File: config.mk
export PLATFORM = sky130hd
export DESIGN_NAME = mps_power_ctrl
export DESIGN_NICKNAME = d
export VERILOG_FILES = /design/src/mps_pkg.sv /design/src/mps_io_if.sv /design/src/mps_mem_unit.sv /design/src/mps_io_unit.sv /design/src/mps_power_ctrl.sv
export VERILOG_INCLUDE_DIRS = /design/src
export SDC_FILE = /design/constraint.sdc
export NUM_CORES = 1
export LEC_CHECK = 0
export BUFFER_PORTS_ARGS = -buffer_cell sky130_fd_sc_hd__buf_2
export CAP_MARGIN = 10
export CORE_ASPECT_RATIO = 0.5
export CORE_MARGIN = 4
export CORE_UTILIZATION = 40
export DETAILED_ROUTE_END_ITERATION = 10
export PLACE_DENSITY = 0.6
export SETUP_SLACK_MARGIN = 0.3
export SLEW_MARGIN = 20
export SYNTH_ARGS = -nofsm -noshare
export SYNTH_HDL_FRONTEND = slang
export SYNTH_HIERARCHICAL = 1
export SYNTH_SLANG_ARGS = --single-unit
File: constraint.sdc
create_clock -name sys_clk -period 7.2 [get_ports sys_clk]
set_clock_uncertainty 0.05 [all_clocks]
set_input_delay 0.72 -clock sys_clk [delete_from_list [all_inputs] [get_ports sys_clk]]
set_output_delay 0.72 -clock sys_clk [all_outputs]
set_load 0.02 [all_outputs]
File: src/mps_regs.svh
`ifndef MPS_REGS_SVH
`define MPS_REGS_SVH
// ************************************
// Timing
// ************************************
`define MPS_CLK_NS          100
`define MPS_RET_WAKE_NS     200
`define MPS_OFF_WAKE_NS     1000
`define MPS_RET_WAKE_CYC    ((`MPS_RET_WAKE_NS + `MPS_CLK_NS - 1) / `MPS_CLK_NS)
`define MPS_OFF_WAKE_CYC    ((`MPS_OFF_WAKE_NS + `MPS_CLK_NS - 1) / `MPS_CLK_NS)
// ************************************
// Register offsets
// ************************************
`define MPS_CORE_EN_OFS     8'h00
`define MPS_CORE_RET_OFS    8'h04
`define MPS_SRAM_EN_OFS     8'h08
`define MPS_SRAM_RET_OFS    8'h0C
`define MPS_IO_EN_OFS       8'h10
`define MPS_IO_ACT_OFS      8'h14
`define MPS_IO_AUTO_OFS     8'h18
`define MPS_HYST_OFS        8'h1C
`define MPS_MEM_STATE_OFS   8'h20
`define MPS_IO_STATE_OFS    8'h24
// ************************************
// Fields and reset values
// ************************************
`define MPS_AUTO_OFF_LSB    0
`define MPS_AUTO_ON_LSB     16
`define MPS_EN_RST          32'hFFFF_FFFF
`define MPS_RET_RST         32'h0000_0000
`define MPS_HYST_RST        16'h0040
`endif

File: src/mps_pkg.sv
package mps_pkg;
	typedef enum logic [1:0] {
		MPS_MEM_ACTIVE = 2'h0,
		MPS_MEM_RET    = 2'h1,
		MPS_MEM_WAKE   = 2'h3,
		MPS_MEM_OFF    = 2'h2
	} mps_mem_state_e;
	typedef enum logic [1:0] {
		MPS_IO_OFF    = 2'h0,
		MPS_IO_SLEEP  = 2'h1,
		MPS_IO_ACTIVE = 2'h3
	} mps_io_state_e;
	typedef logic [15:0] mps_hyst_t;
endpackage : mps_pkg

File: src/mps_io_if.sv
`timescale 1ns/10ps
interface mps_io_if #(parameter int N_IO = 4);
	import mps_pkg::*;
	logic [N_IO-1:0] dev_en;
	logic [N_IO-1:0] en_set;
	logic [N_IO-1:0] if_act;
	logic [N_IO-1:0] auto_off;
	logic [N_IO-1:0] auto_on;
	logic [N_IO-1:0] idle_req;
	logic [N_IO-1:0] wake_req;
	mps_io_state_e   state [N_IO];
	modport ctrl (output dev_en, en_set, if_act, auto_off, auto_on, idle_req, wake_req, input state);
	modport unit (input dev_en, en_set, if_act, auto_off, auto_on, idle_req, wake_req, output state);
endinterface : mps_io_if

File: src/mps_mem_unit.sv
`timescale 1ns/10ps
`include "mps_regs.svh"
module mps_mem_unit #(
	parameter int WAKE_W = 4
) (
	input  logic                sys_clk,
	input  logic                srst,
	input  logic                deep_sleep,
	input  logic                pend,
	input  logic                pwr_en,
	input  logic                ret_en,
	input  mps_pkg::mps_hyst_t  hyst_load,
	output mps_pkg::mps_mem_state_e state,
	output logic                grant
);
	import mps_pkg::*;
	mps_hyst_t      hyst_r;
	logic [WAKE_W-1:0] wake_r;
	mps_mem_state_e state_r;
	logic           hold;

	assign hold  = !deep_sleep || pend;
	assign state = state_r;
	assign grant = pend && (state_r == MPS_MEM_ACTIVE);

	always_ff @(posedge sys_clk) begin
		if (srst)
			hyst_r <= '0;
		else if (hold || state_r != MPS_MEM_ACTIVE)
			hyst_r <= hyst_load;
		else if (hyst_r != '0)
			hyst_r <= hyst_r - 16'h0001;
	end

	always_ff @(posedge sys_clk) begin
		if (srst) begin
			state_r <= MPS_MEM_ACTIVE;
			wake_r  <= '0;
		end else begin
			case (state_r)
				MPS_MEM_ACTIVE: if (!hold && hyst_r == '0) begin
					state_r <= (pwr_en && ret_en) ? MPS_MEM_RET : MPS_MEM_OFF;
				end
				MPS_MEM_RET: if (hold) begin
					state_r <= MPS_MEM_WAKE;
					wake_r  <= WAKE_W'(`MPS_RET_WAKE_CYC - 1);
				end
				MPS_MEM_OFF: if (hold) begin
					state_r <= MPS_MEM_WAKE;
					wake_r  <= WAKE_W'(`MPS_OFF_WAKE_CYC - 1);
				end
				MPS_MEM_WAKE: if (wake_r == '0) begin
					state_r <= MPS_MEM_ACTIVE;
				end else begin
					wake_r <= wake_r - 1'b1;
				end
				default: state_r <= MPS_MEM_ACTIVE;
			endcase
		end
	end

	hyst_hold_a: assert property (@(posedge sys_clk) disable iff (srst)
		(state_r == MPS_MEM_ACTIVE && hyst_r != '0) |=> state_r == MPS_MEM_ACTIVE)
		else $error("memory left active before hysteresis expired");
endmodule : mps_mem_unit

File: src/mps_io_unit.sv
`timescale 1ns/10ps
module mps_io_unit #(
	parameter int N_IO = 4
) (
	input  logic       sys_clk,
	input  logic       srst,
	mps_io_if.unit     io
);
	import mps_pkg::*;
	mps_io_state_e state_r [N_IO];

	for (genvar i = 0; i < N_IO; i++) begin : g_io
		assign io.state[i] = state_r[i];
		always_ff @(posedge sys_clk) begin
			if (srst)
				state_r[i] <= MPS_IO_OFF;
			else begin
				case (state_r[i])
					MPS_IO_OFF: if (io.dev_en[i] && (io.en_set[i] || (io.auto_on[i] && io.wake_req[i]))) begin
						state_r[i] <= MPS_IO_SLEEP;
					end
					MPS_IO_SLEEP: if (!io.dev_en[i]) begin
						state_r[i] <= MPS_IO_OFF;
					end else if (io.if_act[i]) begin
						state_r[i] <= MPS_IO_ACTIVE;
					end else if (io.auto_off[i] && io.idle_req[i]) begin
						state_r[i] <= MPS_IO_OFF;
					end
					MPS_IO_ACTIVE: if (!io.dev_en[i]) begin
						state_r[i] <= MPS_IO_OFF;
					end else if (!io.if_act[i]) begin
						state_r[i] <= MPS_IO_SLEEP;
					end
					default: state_r[i] <= MPS_IO_OFF;
				endcase
			end
		end
		dev_off_a: assert property (@(posedge sys_clk) disable iff (srst)
			!io.dev_en[i] |=> state_r[i] == MPS_IO_OFF)
			else $error("disabled controller not switched off");
	end
endmodule : mps_io_unit

File: src/mps_power_ctrl.sv
`timescale 1ns/10ps
`include "mps_regs.svh"
module mps_power_ctrl #(
	parameter int N_CORE = 4,
	parameter int N_SRAM = 4,
	parameter int N_IO   = 4
) (
	input  logic                    sys_clk,
	input  logic                    srst,
	input  logic [7:0]              reg_addr,
	input  logic [31:0]             reg_wdata,
	input  logic                    reg_wr,
	input  logic                    reg_rd,
	output logic [31:0]             reg_rdata,
	input  logic                    cpu_deep_sleep,
	input  logic [N_CORE-1:0]       core_pend,
	output logic [N_CORE-1:0]       core_grant,
	input  logic [N_SRAM-1:0]       sram_pend,
	output logic [N_SRAM-1:0]       sram_grant,
	output logic [2*N_CORE-1:0]     core_mem_state,
	output logic [2*N_SRAM-1:0]     sram_mem_state,
	input  logic [N_IO-1:0]         io_idle_req,
	input  logic [N_IO-1:0]         io_wake_req,
	output logic [2*N_IO-1:0]       io_state,
	output logic [N_IO-1:0]         io_power_on
);
	import mps_pkg::*;

	localparam int N_MEM = N_CORE + N_SRAM;

	// ************************************
	// Registers
	// ************************************
	logic [N_CORE-1:0] core_memory_power_enable_r;
	logic [N_CORE-1:0] core_memory_retention_config_r;
	logic [N_SRAM-1:0] shared_sram_power_enable_r;
	logic [N_SRAM-1:0] shared_sram_retention_config_r;
	logic [N_IO-1:0]   io_dev_en_r;
	logic [N_IO-1:0]   io_if_act_r;
	logic [N_IO-1:0]   io_auto_off_r;
	logic [N_IO-1:0]   io_auto_on_r;
	mps_hyst_t         hyst_r;
	logic [31:0]       rdata_r;
	logic [31:0]       rdata_nxt;
	logic [31:0]       mem_state_word;
	logic [31:0]       io_state_word;
	logic              wr_core_en;
	logic              wr_io_en;
	logic [N_IO-1:0]   io_en_set_r;

	assign wr_core_en = reg_wr && reg_addr == `MPS_CORE_EN_OFS;
	assign wr_io_en   = reg_wr && reg_addr == `MPS_IO_EN_OFS;

	// Core memories: nonvolatile, tightly coupled and cache.
	always_ff @(posedge sys_clk) begin
		if (srst) begin
			core_memory_power_enable_r     <= N_CORE'(`MPS_EN_RST);
			core_memory_retention_config_r <= N_CORE'(`MPS_RET_RST);
		end else if (reg_wr) begin
			if (reg_addr == `MPS_CORE_EN_OFS)
				core_memory_power_enable_r <= reg_wdata[N_CORE-1:0];
			if (reg_addr == `MPS_CORE_RET_OFS)
				core_memory_retention_config_r <= reg_wdata[N_CORE-1:0];
		end
	end

	// Shared SRAM banks.
	always_ff @(posedge sys_clk) begin
		if (srst) begin
			shared_sram_power_enable_r     <= N_SRAM'(`MPS_EN_RST);
			shared_sram_retention_config_r <= N_SRAM'(`MPS_RET_RST);
		end else if (reg_wr) begin
			if (reg_addr == `MPS_SRAM_EN_OFS)
				shared_sram_power_enable_r <= reg_wdata[N_SRAM-1:0];
			if (reg_addr == `MPS_SRAM_RET_OFS)
				shared_sram_retention_config_r <= reg_wdata[N_SRAM-1:0];
		end
	end

	// I/O controller settings.
	always_ff @(posedge sys_clk) begin
		if (srst) begin
			io_dev_en_r   <= '0;
			io_if_act_r   <= '0;
			io_auto_off_r <= '0;
			io_auto_on_r  <= '0;
		end else if (reg_wr) begin
			if (reg_addr == `MPS_IO_EN_OFS)
				io_dev_en_r <= reg_wdata[N_IO-1:0];
			if (reg_addr == `MPS_IO_ACT_OFS)
				io_if_act_r <= reg_wdata[N_IO-1:0];
			if (reg_addr == `MPS_IO_AUTO_OFS) begin
				io_auto_off_r <= reg_wdata[`MPS_AUTO_OFF_LSB +: N_IO];
				io_auto_on_r  <= reg_wdata[`MPS_AUTO_ON_LSB +: N_IO];
			end
		end
	end

	always_ff @(posedge sys_clk) begin
		if (srst)
			hyst_r <= `MPS_HYST_RST;
		else if (reg_wr && reg_addr == `MPS_HYST_OFS)
			hyst_r <= reg_wdata[15:0];
	end

	// Software power-on pulse, delayed so that it lines up with the new device enable bits.
	always_ff @(posedge sys_clk) begin
		if (srst)
			io_en_set_r <= '0;
		else
			io_en_set_r <= wr_io_en ? reg_wdata[N_IO-1:0] : '0;
	end

	// ************************************
	// Read path
	// ************************************
	always_comb begin
		rdata_nxt = '0;
		case (reg_addr)
			`MPS_CORE_EN_OFS:   rdata_nxt[N_CORE-1:0] = core_memory_power_enable_r;
			`MPS_CORE_RET_OFS:  rdata_nxt[N_CORE-1:0] = core_memory_retention_config_r;
			`MPS_SRAM_EN_OFS:   rdata_nxt[N_SRAM-1:0] = shared_sram_power_enable_r;
			`MPS_SRAM_RET_OFS:  rdata_nxt[N_SRAM-1:0] = shared_sram_retention_config_r;
			`MPS_IO_EN_OFS:     rdata_nxt[N_IO-1:0] = io_dev_en_r;
			`MPS_IO_ACT_OFS:    rdata_nxt[N_IO-1:0] = io_if_act_r;
			`MPS_IO_AUTO_OFS: begin
				rdata_nxt[`MPS_AUTO_OFF_LSB +: N_IO] = io_auto_off_r;
				rdata_nxt[`MPS_AUTO_ON_LSB +: N_IO]  = io_auto_on_r;
			end
			`MPS_HYST_OFS:      rdata_nxt[15:0] = hyst_r;
			`MPS_MEM_STATE_OFS: rdata_nxt = mem_state_word;
			`MPS_IO_STATE_OFS:  rdata_nxt = io_state_word;
			default:            rdata_nxt = '0;
		endcase
	end

	// Read data is held for one cycle only, then returns to zero.
	always_ff @(posedge sys_clk) begin
		if (srst)
			rdata_r <= '0;
		else if (reg_rd)
			rdata_r <= rdata_nxt;
		else
			rdata_r <= '0;
	end

	assign reg_rdata = rdata_r;

	// ************************************
	// Memory power units
	// ************************************
	logic [N_MEM-1:0] mem_pend;
	logic [N_MEM-1:0] mem_grant;
	logic [N_MEM-1:0] mem_en;
	logic [N_MEM-1:0] mem_ret;
	mps_mem_state_e   mem_state [N_MEM];

	assign mem_pend   = {sram_pend, core_pend};
	assign mem_en     = {shared_sram_power_enable_r, core_memory_power_enable_r};
	assign mem_ret    = {shared_sram_retention_config_r, core_memory_retention_config_r};
	assign core_grant = mem_grant[N_CORE-1:0];
	assign sram_grant = mem_grant[N_MEM-1:N_CORE];

	always_comb begin
		mem_state_word = '0;
		for (int k = 0; k < N_MEM; k++)
			mem_state_word[2*k +: 2] = mem_state[k];
	end

	assign core_mem_state = mem_state_word[2*N_CORE-1:0];
	assign sram_mem_state = mem_state_word[2*N_MEM-1:2*N_CORE];

	for (genvar m = 0; m < N_MEM; m++) begin : g_mem
		mps_mem_unit #(
			.WAKE_W     (4)
		) u_mem (
			.sys_clk    (sys_clk),
			.srst       (srst),
			.deep_sleep (cpu_deep_sleep),
			.pend       (mem_pend[m]),
			.pwr_en     (mem_en[m]),
			.ret_en     (mem_ret[m]),
			.hyst_load  (hyst_r),
			.state      (mem_state[m]),
			.grant      (mem_grant[m])
		);

		awake_cpu_a: assert property (@(posedge sys_clk) disable iff (srst)
			(!cpu_deep_sleep && mem_state[m] == MPS_MEM_ACTIVE) |=> mem_state[m] == MPS_MEM_ACTIVE)
			else $error("memory dropped power while cpu awake");

		pend_wake_a: assert property (@(posedge sys_clk) disable iff (srst)
			(mem_pend[m] && mem_state[m] == MPS_MEM_RET)
			|=> mem_state[m] == MPS_MEM_WAKE [*2] ##1 mem_state[m] == MPS_MEM_ACTIVE)
			else $error("retained memory not woken on time");

		off_wake_a: assert property (@(posedge sys_clk) disable iff (srst)
			(mem_pend[m] && mem_state[m] == MPS_MEM_OFF)
			|=> mem_state[m] == MPS_MEM_WAKE [*5] ##1 mem_state[m] == MPS_MEM_WAKE [*5]
			##1 mem_state[m] == MPS_MEM_ACTIVE)
			else $error("powered-down memory not woken on time");

		pend_hold_a: assert property (@(posedge sys_clk) disable iff (srst)
			mem_grant[m] == (mem_pend[m] && mem_state[m] == MPS_MEM_ACTIVE))
			else $error("grant does not match active state");

		ret_entry_a: assert property (@(posedge sys_clk) disable iff (srst)
			(mem_state[m] == MPS_MEM_RET && $past(mem_state[m]) == MPS_MEM_ACTIVE)
			|-> ($past(mem_en[m]) && $past(mem_ret[m])))
			else $error("retention entered without enable and retention set");

		dis_off_a: assert property (@(posedge sys_clk) disable iff (srst)
			(mem_state[m] == MPS_MEM_ACTIVE && !mem_en[m] && mem_ret[m]) |=> mem_state[m] != MPS_MEM_RET)
			else $error("disabled memory entered retention");

		en_off_a: assert property (@(posedge sys_clk) disable iff (srst)
			(mem_state[m] == MPS_MEM_OFF && $past(mem_state[m]) == MPS_MEM_ACTIVE)
			|-> !($past(mem_en[m]) && $past(mem_ret[m])))
			else $error("memory powered down though retention requested");

		ret_stay_a: assert property (@(posedge sys_clk) disable iff (srst)
			(mem_state[m] == MPS_MEM_RET && cpu_deep_sleep && !mem_pend[m]) |=> mem_state[m] == MPS_MEM_RET)
			else $error("retained memory left retention without cause");

		off_stay_a: assert property (@(posedge sys_clk) disable iff (srst)
			(mem_state[m] == MPS_MEM_OFF && cpu_deep_sleep && !mem_pend[m]) |=> mem_state[m] == MPS_MEM_OFF)
			else $error("powered-down memory left off without cause");

		cpu_wake_a: assert property (@(posedge sys_clk) disable iff (srst)
			(!cpu_deep_sleep && mem_state[m] inside {MPS_MEM_RET, MPS_MEM_OFF}) |=> mem_state[m] == MPS_MEM_WAKE)
			else $error("memory not woken when cpu left deep sleep");

		wake_end_a: assert property (@(posedge sys_clk) disable iff (srst)
			mem_state[m] == MPS_MEM_WAKE |=> mem_state[m] inside {MPS_MEM_WAKE, MPS_MEM_ACTIVE})
			else $error("waking memory fell back to low power");
	end

	// ************************************
	// I/O controller power
	// ************************************
	mps_io_if #(.N_IO(N_IO)) io_bus ();

	assign io_bus.dev_en   = io_dev_en_r;
	assign io_bus.en_set   = io_en_set_r;
	assign io_bus.if_act   = io_if_act_r;
	assign io_bus.auto_off = io_auto_off_r;
	assign io_bus.auto_on  = io_auto_on_r;
	assign io_bus.idle_req = io_idle_req;
	assign io_bus.wake_req = io_wake_req;

	mps_io_unit #(
		.N_IO    (N_IO)
	) u_io (
		.sys_clk (sys_clk),
		.srst    (srst),
		.io      (io_bus)
	);

	always_comb begin
		io_state_word = '0;
		for (int k = 0; k < N_IO; k++)
			io_state_word[2*k +: 2] = io_bus.state[k];
	end

	assign io_state = io_state_word[2*N_IO-1:0];

	for (genvar j = 0; j < N_IO; j++) begin : g_io_chk
		assign io_power_on[j] = io_bus.state[j] != MPS_IO_OFF;

		auto_off_a: assert property (@(posedge sys_clk) disable iff (srst)
			(io_bus.state[j] == MPS_IO_SLEEP && io_dev_en_r[j] && !io_if_act_r[j]
			 && io_auto_off_r[j] && io_idle_req[j]) |=> io_bus.state[j] == MPS_IO_OFF)
			else $error("idle controller not switched off automatically");

		no_auto_off_a: assert property (@(posedge sys_clk) disable iff (srst)
			(io_bus.state[j] == MPS_IO_SLEEP && io_dev_en_r[j] && !io_auto_off_r[j]) |=> io_bus.state[j] != MPS_IO_OFF)
			else $error("controller switched off without request");

		idle_sleep_a: assert property (@(posedge sys_clk) disable iff (srst)
			(io_bus.state[j] == MPS_IO_ACTIVE && io_dev_en_r[j] && !io_if_act_r[j]) |=> io_bus.state[j] == MPS_IO_SLEEP)
			else $error("inactive interface not moved to sleep");

		auto_on_a: assert property (@(posedge sys_clk) disable iff (srst)
			(io_bus.state[j] == MPS_IO_OFF && io_dev_en_r[j] && io_auto_on_r[j] && io_wake_req[j])
			|=> io_bus.state[j] == MPS_IO_SLEEP)
			else $error("controller not powered on automatically");

		sw_on_a: assert property (@(posedge sys_clk) disable iff (srst)
			(io_bus.state[j] == MPS_IO_OFF && !io_en_set_r[j]
			 && !(io_auto_on_r[j] && io_wake_req[j])) |=> io_bus.state[j] == MPS_IO_OFF)
			else $error("controller powered on without cause");

		sw_on_sleep_a: assert property (@(posedge sys_clk) disable iff (srst)
			(io_bus.state[j] == MPS_IO_OFF && io_dev_en_r[j] && io_en_set_r[j]) |=> io_bus.state[j] == MPS_IO_SLEEP)
			else $error("enabled controller not moved to sleep");

		sleep_act_a: assert property (@(posedge sys_clk) disable iff (srst)
			(io_bus.state[j] == MPS_IO_SLEEP && io_dev_en_r[j] && io_if_act_r[j]) |=> io_bus.state[j] == MPS_IO_ACTIVE)
			else $error("activated interface not moved to active");

		sleep_stay_a: assert property (@(posedge sys_clk) disable iff (srst)
			(io_bus.state[j] == MPS_IO_SLEEP && io_dev_en_r[j] && !io_if_act_r[j]
			 && !(io_auto_off_r[j] && io_idle_req[j])) |=> io_bus.state[j] == MPS_IO_SLEEP)
			else $error("idle controller left sleep without cause");

		active_stay_a: assert property (@(posedge sys_clk) disable iff (srst)
			(io_bus.state[j] == MPS_IO_ACTIVE && io_dev_en_r[j] && io_if_act_r[j]) |=> io_bus.state[j] == MPS_IO_ACTIVE)
			else $error("active controller left active without cause");
	end

	// ************************************
	// Register bus checks
	// ************************************
	rd_pulse_a: assert property (@(posedge sys_clk) disable iff (srst)
		!reg_rd |=> reg_rdata == '0)
		else $error("read data present without a read");

	hyst_wr_a: assert property (@(posedge sys_clk) disable iff (srst)
		(reg_wr && reg_addr == `MPS_HYST_OFS) |=> hyst_r == $past(reg_wdata[15:0]))
		else $error("hysteresis reload not written");

	en_wr_a: assert property (@(posedge sys_clk) disable iff (srst)
		wr_core_en |=> core_memory_power_enable_r == $past(reg_wdata[N_CORE-1:0]))
		else $error("core memory enable not written");

	sram_en_wr_a: assert property (@(posedge sys_clk) disable iff (srst)
		(reg_wr && reg_addr == `MPS_SRAM_EN_OFS) |=> shared_sram_power_enable_r == $past(reg_wdata[N_SRAM-1:0]))
		else $error("shared sram enable not written");

	ret_wr_a: assert property (@(posedge sys_clk) disable iff (srst)
		(reg_wr && reg_addr == `MPS_CORE_RET_OFS) |=> core_memory_retention_config_r == $past(reg_wdata[N_CORE-1:0]))
		else $error("core memory retention not written");

	sram_ret_wr_a: assert property (@(posedge sys_clk) disable iff (srst)
		(reg_wr && reg_addr == `MPS_SRAM_RET_OFS) |=> shared_sram_retention_config_r == $past(reg_wdata[N_SRAM-1:0]))
		else $error("shared sram retention not written");

	io_en_wr_a: assert property (@(posedge sys_clk) disable iff (srst)
		wr_io_en |=> io_dev_en_r == $past(reg_wdata[N_IO-1:0]))
		else $error("device enable not written");

	rd_hyst_a: assert property (@(posedge sys_clk) disable iff (srst)
		(reg_rd && reg_addr == `MPS_HYST_OFS) |=> reg_rdata == {16'h0000, $past(hyst_r)})
		else $error("hysteresis reload read back wrong");

endmodule : mps_power_ctrl

==> Flow_metrics.wiki <==
{| class="wikitable"
! Metric !! Value
|-
| Drt wl/cell || 17.6 um
|-
| Tot Pwr || 3.96 mW
|-
| Required time at the worst-slack endpoint || 7.54 ns
|-
| Type of the worst setup path || reg2reg
|-
| Maximum VDD drop || 0.000171 V
|-
| Number of slew-limit violations in the final report || 0
|-
| Synthesis Warnings || 6
|-
| Final ANT Viol Nets || 0
|-
| Antenna violations before repair || 0
|-
| Highest signal layer in the routed design || met4
|-
| Signal arrival time at the worst endpoint || 3.15 ns
|-
| Total Neg Setup Slack || 0 ns
|-
| Maximum clock insertion buffer count || 3
|-
| Final wirelength || 41200 um
|-
| CTS tree || built
|-
| Root Driver || sky130_fd_sc_hd__clkbuf_16
|-
| Placed inst area || 0.0155 sq mm
|-
| Via count || 13101
|-
| Maximum number of pins on one net before global-route repair || 87
|-
| Total routing usage reported by global routing || 0.198
|-
| Number of distinct library cell variants in the gate-level netlist after synthesis || 101
|-
| Ratio of cells with drive above 1 in the final layout || 0.136
|-
| Final critical-path required period || 2.81 ns
|-
| Detailed route wirelength on metal3 || 1990 um
|-
| Routed length on met2 || 18600 um
|-
| Max Cap Viol || 0
|-
| Setup bufs post-CTS || 0
|-
| Die Ht || 144 um
|-
| Commonest non-fill, non-tap cell in the layout || sky130_fd_sc_hd__nor2_1
|-
| Async SR Flop Fraction || 0
|-
| Number of enable-type register cells in the synthesized netlist || 8
|-
| Initial Utilization || 0.409
|-
| Sequential share of the synthesized area || 0.351
|-
| Most frequent cells in the layout || sky130_fd_sc_hd__nor2_1 (249), sky130_fd_sc_hd__dfxtp_1 (248), sky130_fd_sc_hd__buf_2 (103), sky130_fd_sc_hd__inv_1 (102), sky130_fd_sc_hd__o21ai_0 (100)
|-
| Wire length the detailed router placed on met1 || 20000 um
|-
| Combined area of all synthesized cells || 0.0148 sq mm
|-
| # diodes || 0
|-
| Cells after Synth || 1795
|-
| Count of standard-cell rows || 49
|-
| Area Overhead vs Synth || 10.6%
|-
| Number of remaining DRC errors || 0
|-
| Number of buffers inserted during clock tree synthesis || 27
|-
| Most frequently used flop master after synthesis || sky130_fd_sc_hd__dfxtp_1
|-
| Count of instances resized after the clock tree is built || 0
|-
| Static leakage power || 6.38 nW
|-
| Classification of the worst-slack hold path || in2reg
|-
| Later-pin clock latency in the skew report || 0.56 ns
|-
| Routability Congestion || 0.857
|-
| Via count of the first global-routing pass || 11778
|-
| Run status || finished clean
|-
| Post-detail-place hpwl || 27900 um
|-
| Final setup violation count || 0
|-
| CTS clk-pin slew, worst paths || 0.06 ns
|-
| Timing-limited maximum frequency || 356 MHz
|-
| First drt pass iteration count || 8
|-
| Largest driver fanout on the critical path || 9
|-
| Net count of the finished layout || 1957
|-
| RSZ-0062 raised after global routing || no
|-
| Share of the clock period used by the worst path || 0.390
|-
| Worst slew margin || 0.382
|-
| Top-Level Pins || 129
|-
| Clock Sinks || 256
|-
| Port buffer count || 104
|-
| Total global routing overflow || 0
|-
| Count of filler cells inserted in the layout || 3573
|-
| Post-route cell area || 0.0164 sq mm
|-
| Final worst setup slack || 4.39 ns
|-
| Power density over cell area || 241 mW/mm^2
|-
| Mean instance size in the synthesized netlist || 8.27 sq um
|-
| Global-route wire length before repair || 64900 um
|-
| Area of the placeable core || 0.0362 sq mm
|-
| Register bit total from synthesis || 256
|-
| Setup slack at placement || 4.24 ns
|-
| Final Hold Violating Endpoints || 0
|-
| Count of H-tree levels built during CTS || 1
|-
| Tightest Pin Transition || 0.926 ns
|-
| Die boundary width || 280 um
|-
| Number of violations reported at the end of detailed-routing iteration 0 || 920
|-
| Startpoint kind of the worst setup timing path || register
|-
| Via density per instance || 5.59
|-
| Count of hold-fix buffers inserted at cts || 0
|-
| Total Die Area || 0.0404 sq mm
|-
| Worst Setup End Kind || register
|}
-- critical path, cell delays in order (launching register included) --
cell and delay, ns:
sky130_fd_sc_hd__dfxtp_1 0.33, sky130_fd_sc_hd__inv_1 0.09, sky130_fd_sc_hd__ha_1 0.22, sky130_fd_sc_hd__or4b_2 0.69, sky130_fd_sc_hd__or4_1 0.77, sky130_fd_sc_hd__nor2_4 0.20, sky130_fd_sc_hd__or2_2 0.22, sky130_fd_sc_hd__a211oi_1 0.06
-- worst paths after layout --
check | slack (ns) | startpoint | to | cells after the start
worst min-delay path | 0.34 | reg_wdata[17] | io_auto_on_r[1]$_SDFFE_PP0P_ | 3
worst min register to register | 0.41 | g_mem[6].u_mem/hyst_r[9]$_SDFFE_PP0P_ | g_mem[6].u_mem/hyst_r[9]$_SDFFE_PP0P_ | 2
worst max-delay path | 4.39 | g_mem[3].u_mem/hyst_r[0]$_SDFFE_PP0P_ | g_mem[3].u_mem/hyst_r[10]$_SDFFE_PP0P_ | 7
worst max register to register | 4.39 | g_mem[3].u_mem/hyst_r[0]$_SDFFE_PP0P_ | g_mem[3].u_mem/hyst_r[10]$_SDFFE_PP0P_ | 7
-- through the flow --
step,util,hold WS (ns),cells
after floorplan,-,0.385,1806
after global placement,0.429,0.397,2295
after detailed placement,0.429,0.409,2295
after CTS,0.453,0.321,2344
after global routing,0.453,0.346,2344
final,0.453,0.338,2344
-- synth_stat cells (7+ instances only) --
library cell / count / share of area
sky130_fd_sc_hd__a211o_1: 14 / 0.0083
sky130_fd_sc_hd__a211oi_1: 58 / 0.029
sky130_fd_sc_hd__a211oi_2: 9 / 0.0076
sky130_fd_sc_hd__a21boi_0: 7 / 0.0035
sky130_fd_sc_hd__a21oi_1: 89 / 0.030
sky130_fd_sc_hd__a22oi_1: 17 / 0.0086
sky130_fd_sc_hd__a311oi_1: 11 / 0.0065
sky130_fd_sc_hd__a31o_2: 8 / 0.0047
sky130_fd_sc_hd__a31oi_1: 20 / 0.0084
sky130_fd_sc_hd__and2_1: 24 / 0.010
sky130_fd_sc_hd__and3b_1: 7 / 0.0041
sky130_fd_sc_hd__buf_2: 19 / 0.0064
sky130_fd_sc_hd__buf_4: 18 / 0.0091
sky130_fd_sc_hd__clkbuf_1: 59 / 0.015
sky130_fd_sc_hd__dfxtp_1: 248 / 0.33
sky130_fd_sc_hd__edfxtp_1: 8 / 0.016
sky130_fd_sc_hd__ha_1: 56 / 0.047
sky130_fd_sc_hd__inv_1: 102 / 0.026
sky130_fd_sc_hd__mux2i_1: 57 / 0.038
sky130_fd_sc_hd__nand2_1: 88 / 0.022
sky130_fd_sc_hd__nand2b_1: 16 / 0.0067
sky130_fd_sc_hd__nand3_1: 21 / 0.0071
sky130_fd_sc_hd__nand3b_1: 18 / 0.0091
sky130_fd_sc_hd__nand4b_1: 16 / 0.0094
sky130_fd_sc_hd__nor2_1: 249 / 0.063
sky130_fd_sc_hd__nor2_4: 7 / 0.0053
sky130_fd_sc_hd__nor2b_1: 20 / 0.0084
sky130_fd_sc_hd__nor3_1: 92 / 0.031
sky130_fd_sc_hd__nor3b_1: 7 / 0.0035
sky130_fd_sc_hd__nor4_1: 14 / 0.0059
sky130_fd_sc_hd__o211ai_1: 7 / 0.0035
sky130_fd_sc_hd__o21a_1: 7 / 0.0035
sky130_fd_sc_hd__o21ai_0: 100 / 0.034
sky130_fd_sc_hd__o31ai_1: 30 / 0.015
sky130_fd_sc_hd__o41ai_1: 7 / 0.0041
sky130_fd_sc_hd__or2_2: 17 / 0.0072
sky130_fd_sc_hd__or3_1: 24 / 0.010
sky130_fd_sc_hd__or4_1: 21 / 0.011
sky130_fd_sc_hd__or4_4: 12 / 0.0091
sky130_fd_sc_hd__or4b_2: 7 / 0.0047
sky130_fd_sc_hd__xnor2_1: 46 / 0.027
sky130_fd_sc_hd__xor2_1: 15 / 0.0089
-- power breakdown --
group	leakage, nW	total (mW)	switching [mW]	internal, mW
Sequential	2.10	1.60	0.0985	1.50
Combinational	3.85	0.970	0.572	0.399
Clock	0.432	1.39	0.601	0.791
Total	6.38	3.96	1.27	2.69
-- cells by family (layout without fill, tap and decap cells) --
kind of cell,after synthesis,in the layout,synth area share
mux,62,62,0.0422
xor+xnor,61,61,0.0360
simple gates,715,715,0.265
other cells,1,12,0.000253
fa+ha+maj,56,56,0.0472
buf+inv,206,260,0.0596
compound gates,438,438,0.199
flops,256,256,0.351
-- layer usage --
layer,global-route usage,vias to the layer above
met2,0.327,275
met1,0.277,6246
met5,0,-
li1,-,6535
met3,0.0310,45
met4,0.0391,0
-- layout make-up --
type                       count  area [sq um]  area share
multi-input combinational   1344          8790       0.536
sequential                   256          5200       0.317
clock buffer                  38           778      0.0474
tap                          484           606      0.0369
timing repair buffer         108           557      0.0339
inverter                     103           387      0.0236
clock inverter                11          90.1     0.00549
-- state kept, by name (all words and copies together) (netlist names) --
signal,flops
core_memory_power_enable_r,4
core_memory_retention_config_r,4
g_mem.u_mem/hyst_r,128
g_mem.u_mem/state,16
g_mem.u_mem/wake_r,32
hyst_r,16
io_auto_off_r,4
io_auto_on_r,4
io_bus.dev_en,4
io_bus.en_set,4
io_bus.if_act,4
reg_rdata,20
shared_sram_power_enable_r,4
shared_sram_retention_config_r,4
u_io/state_r,8
No activity file was read; power rests on OpenSTA's default activity.
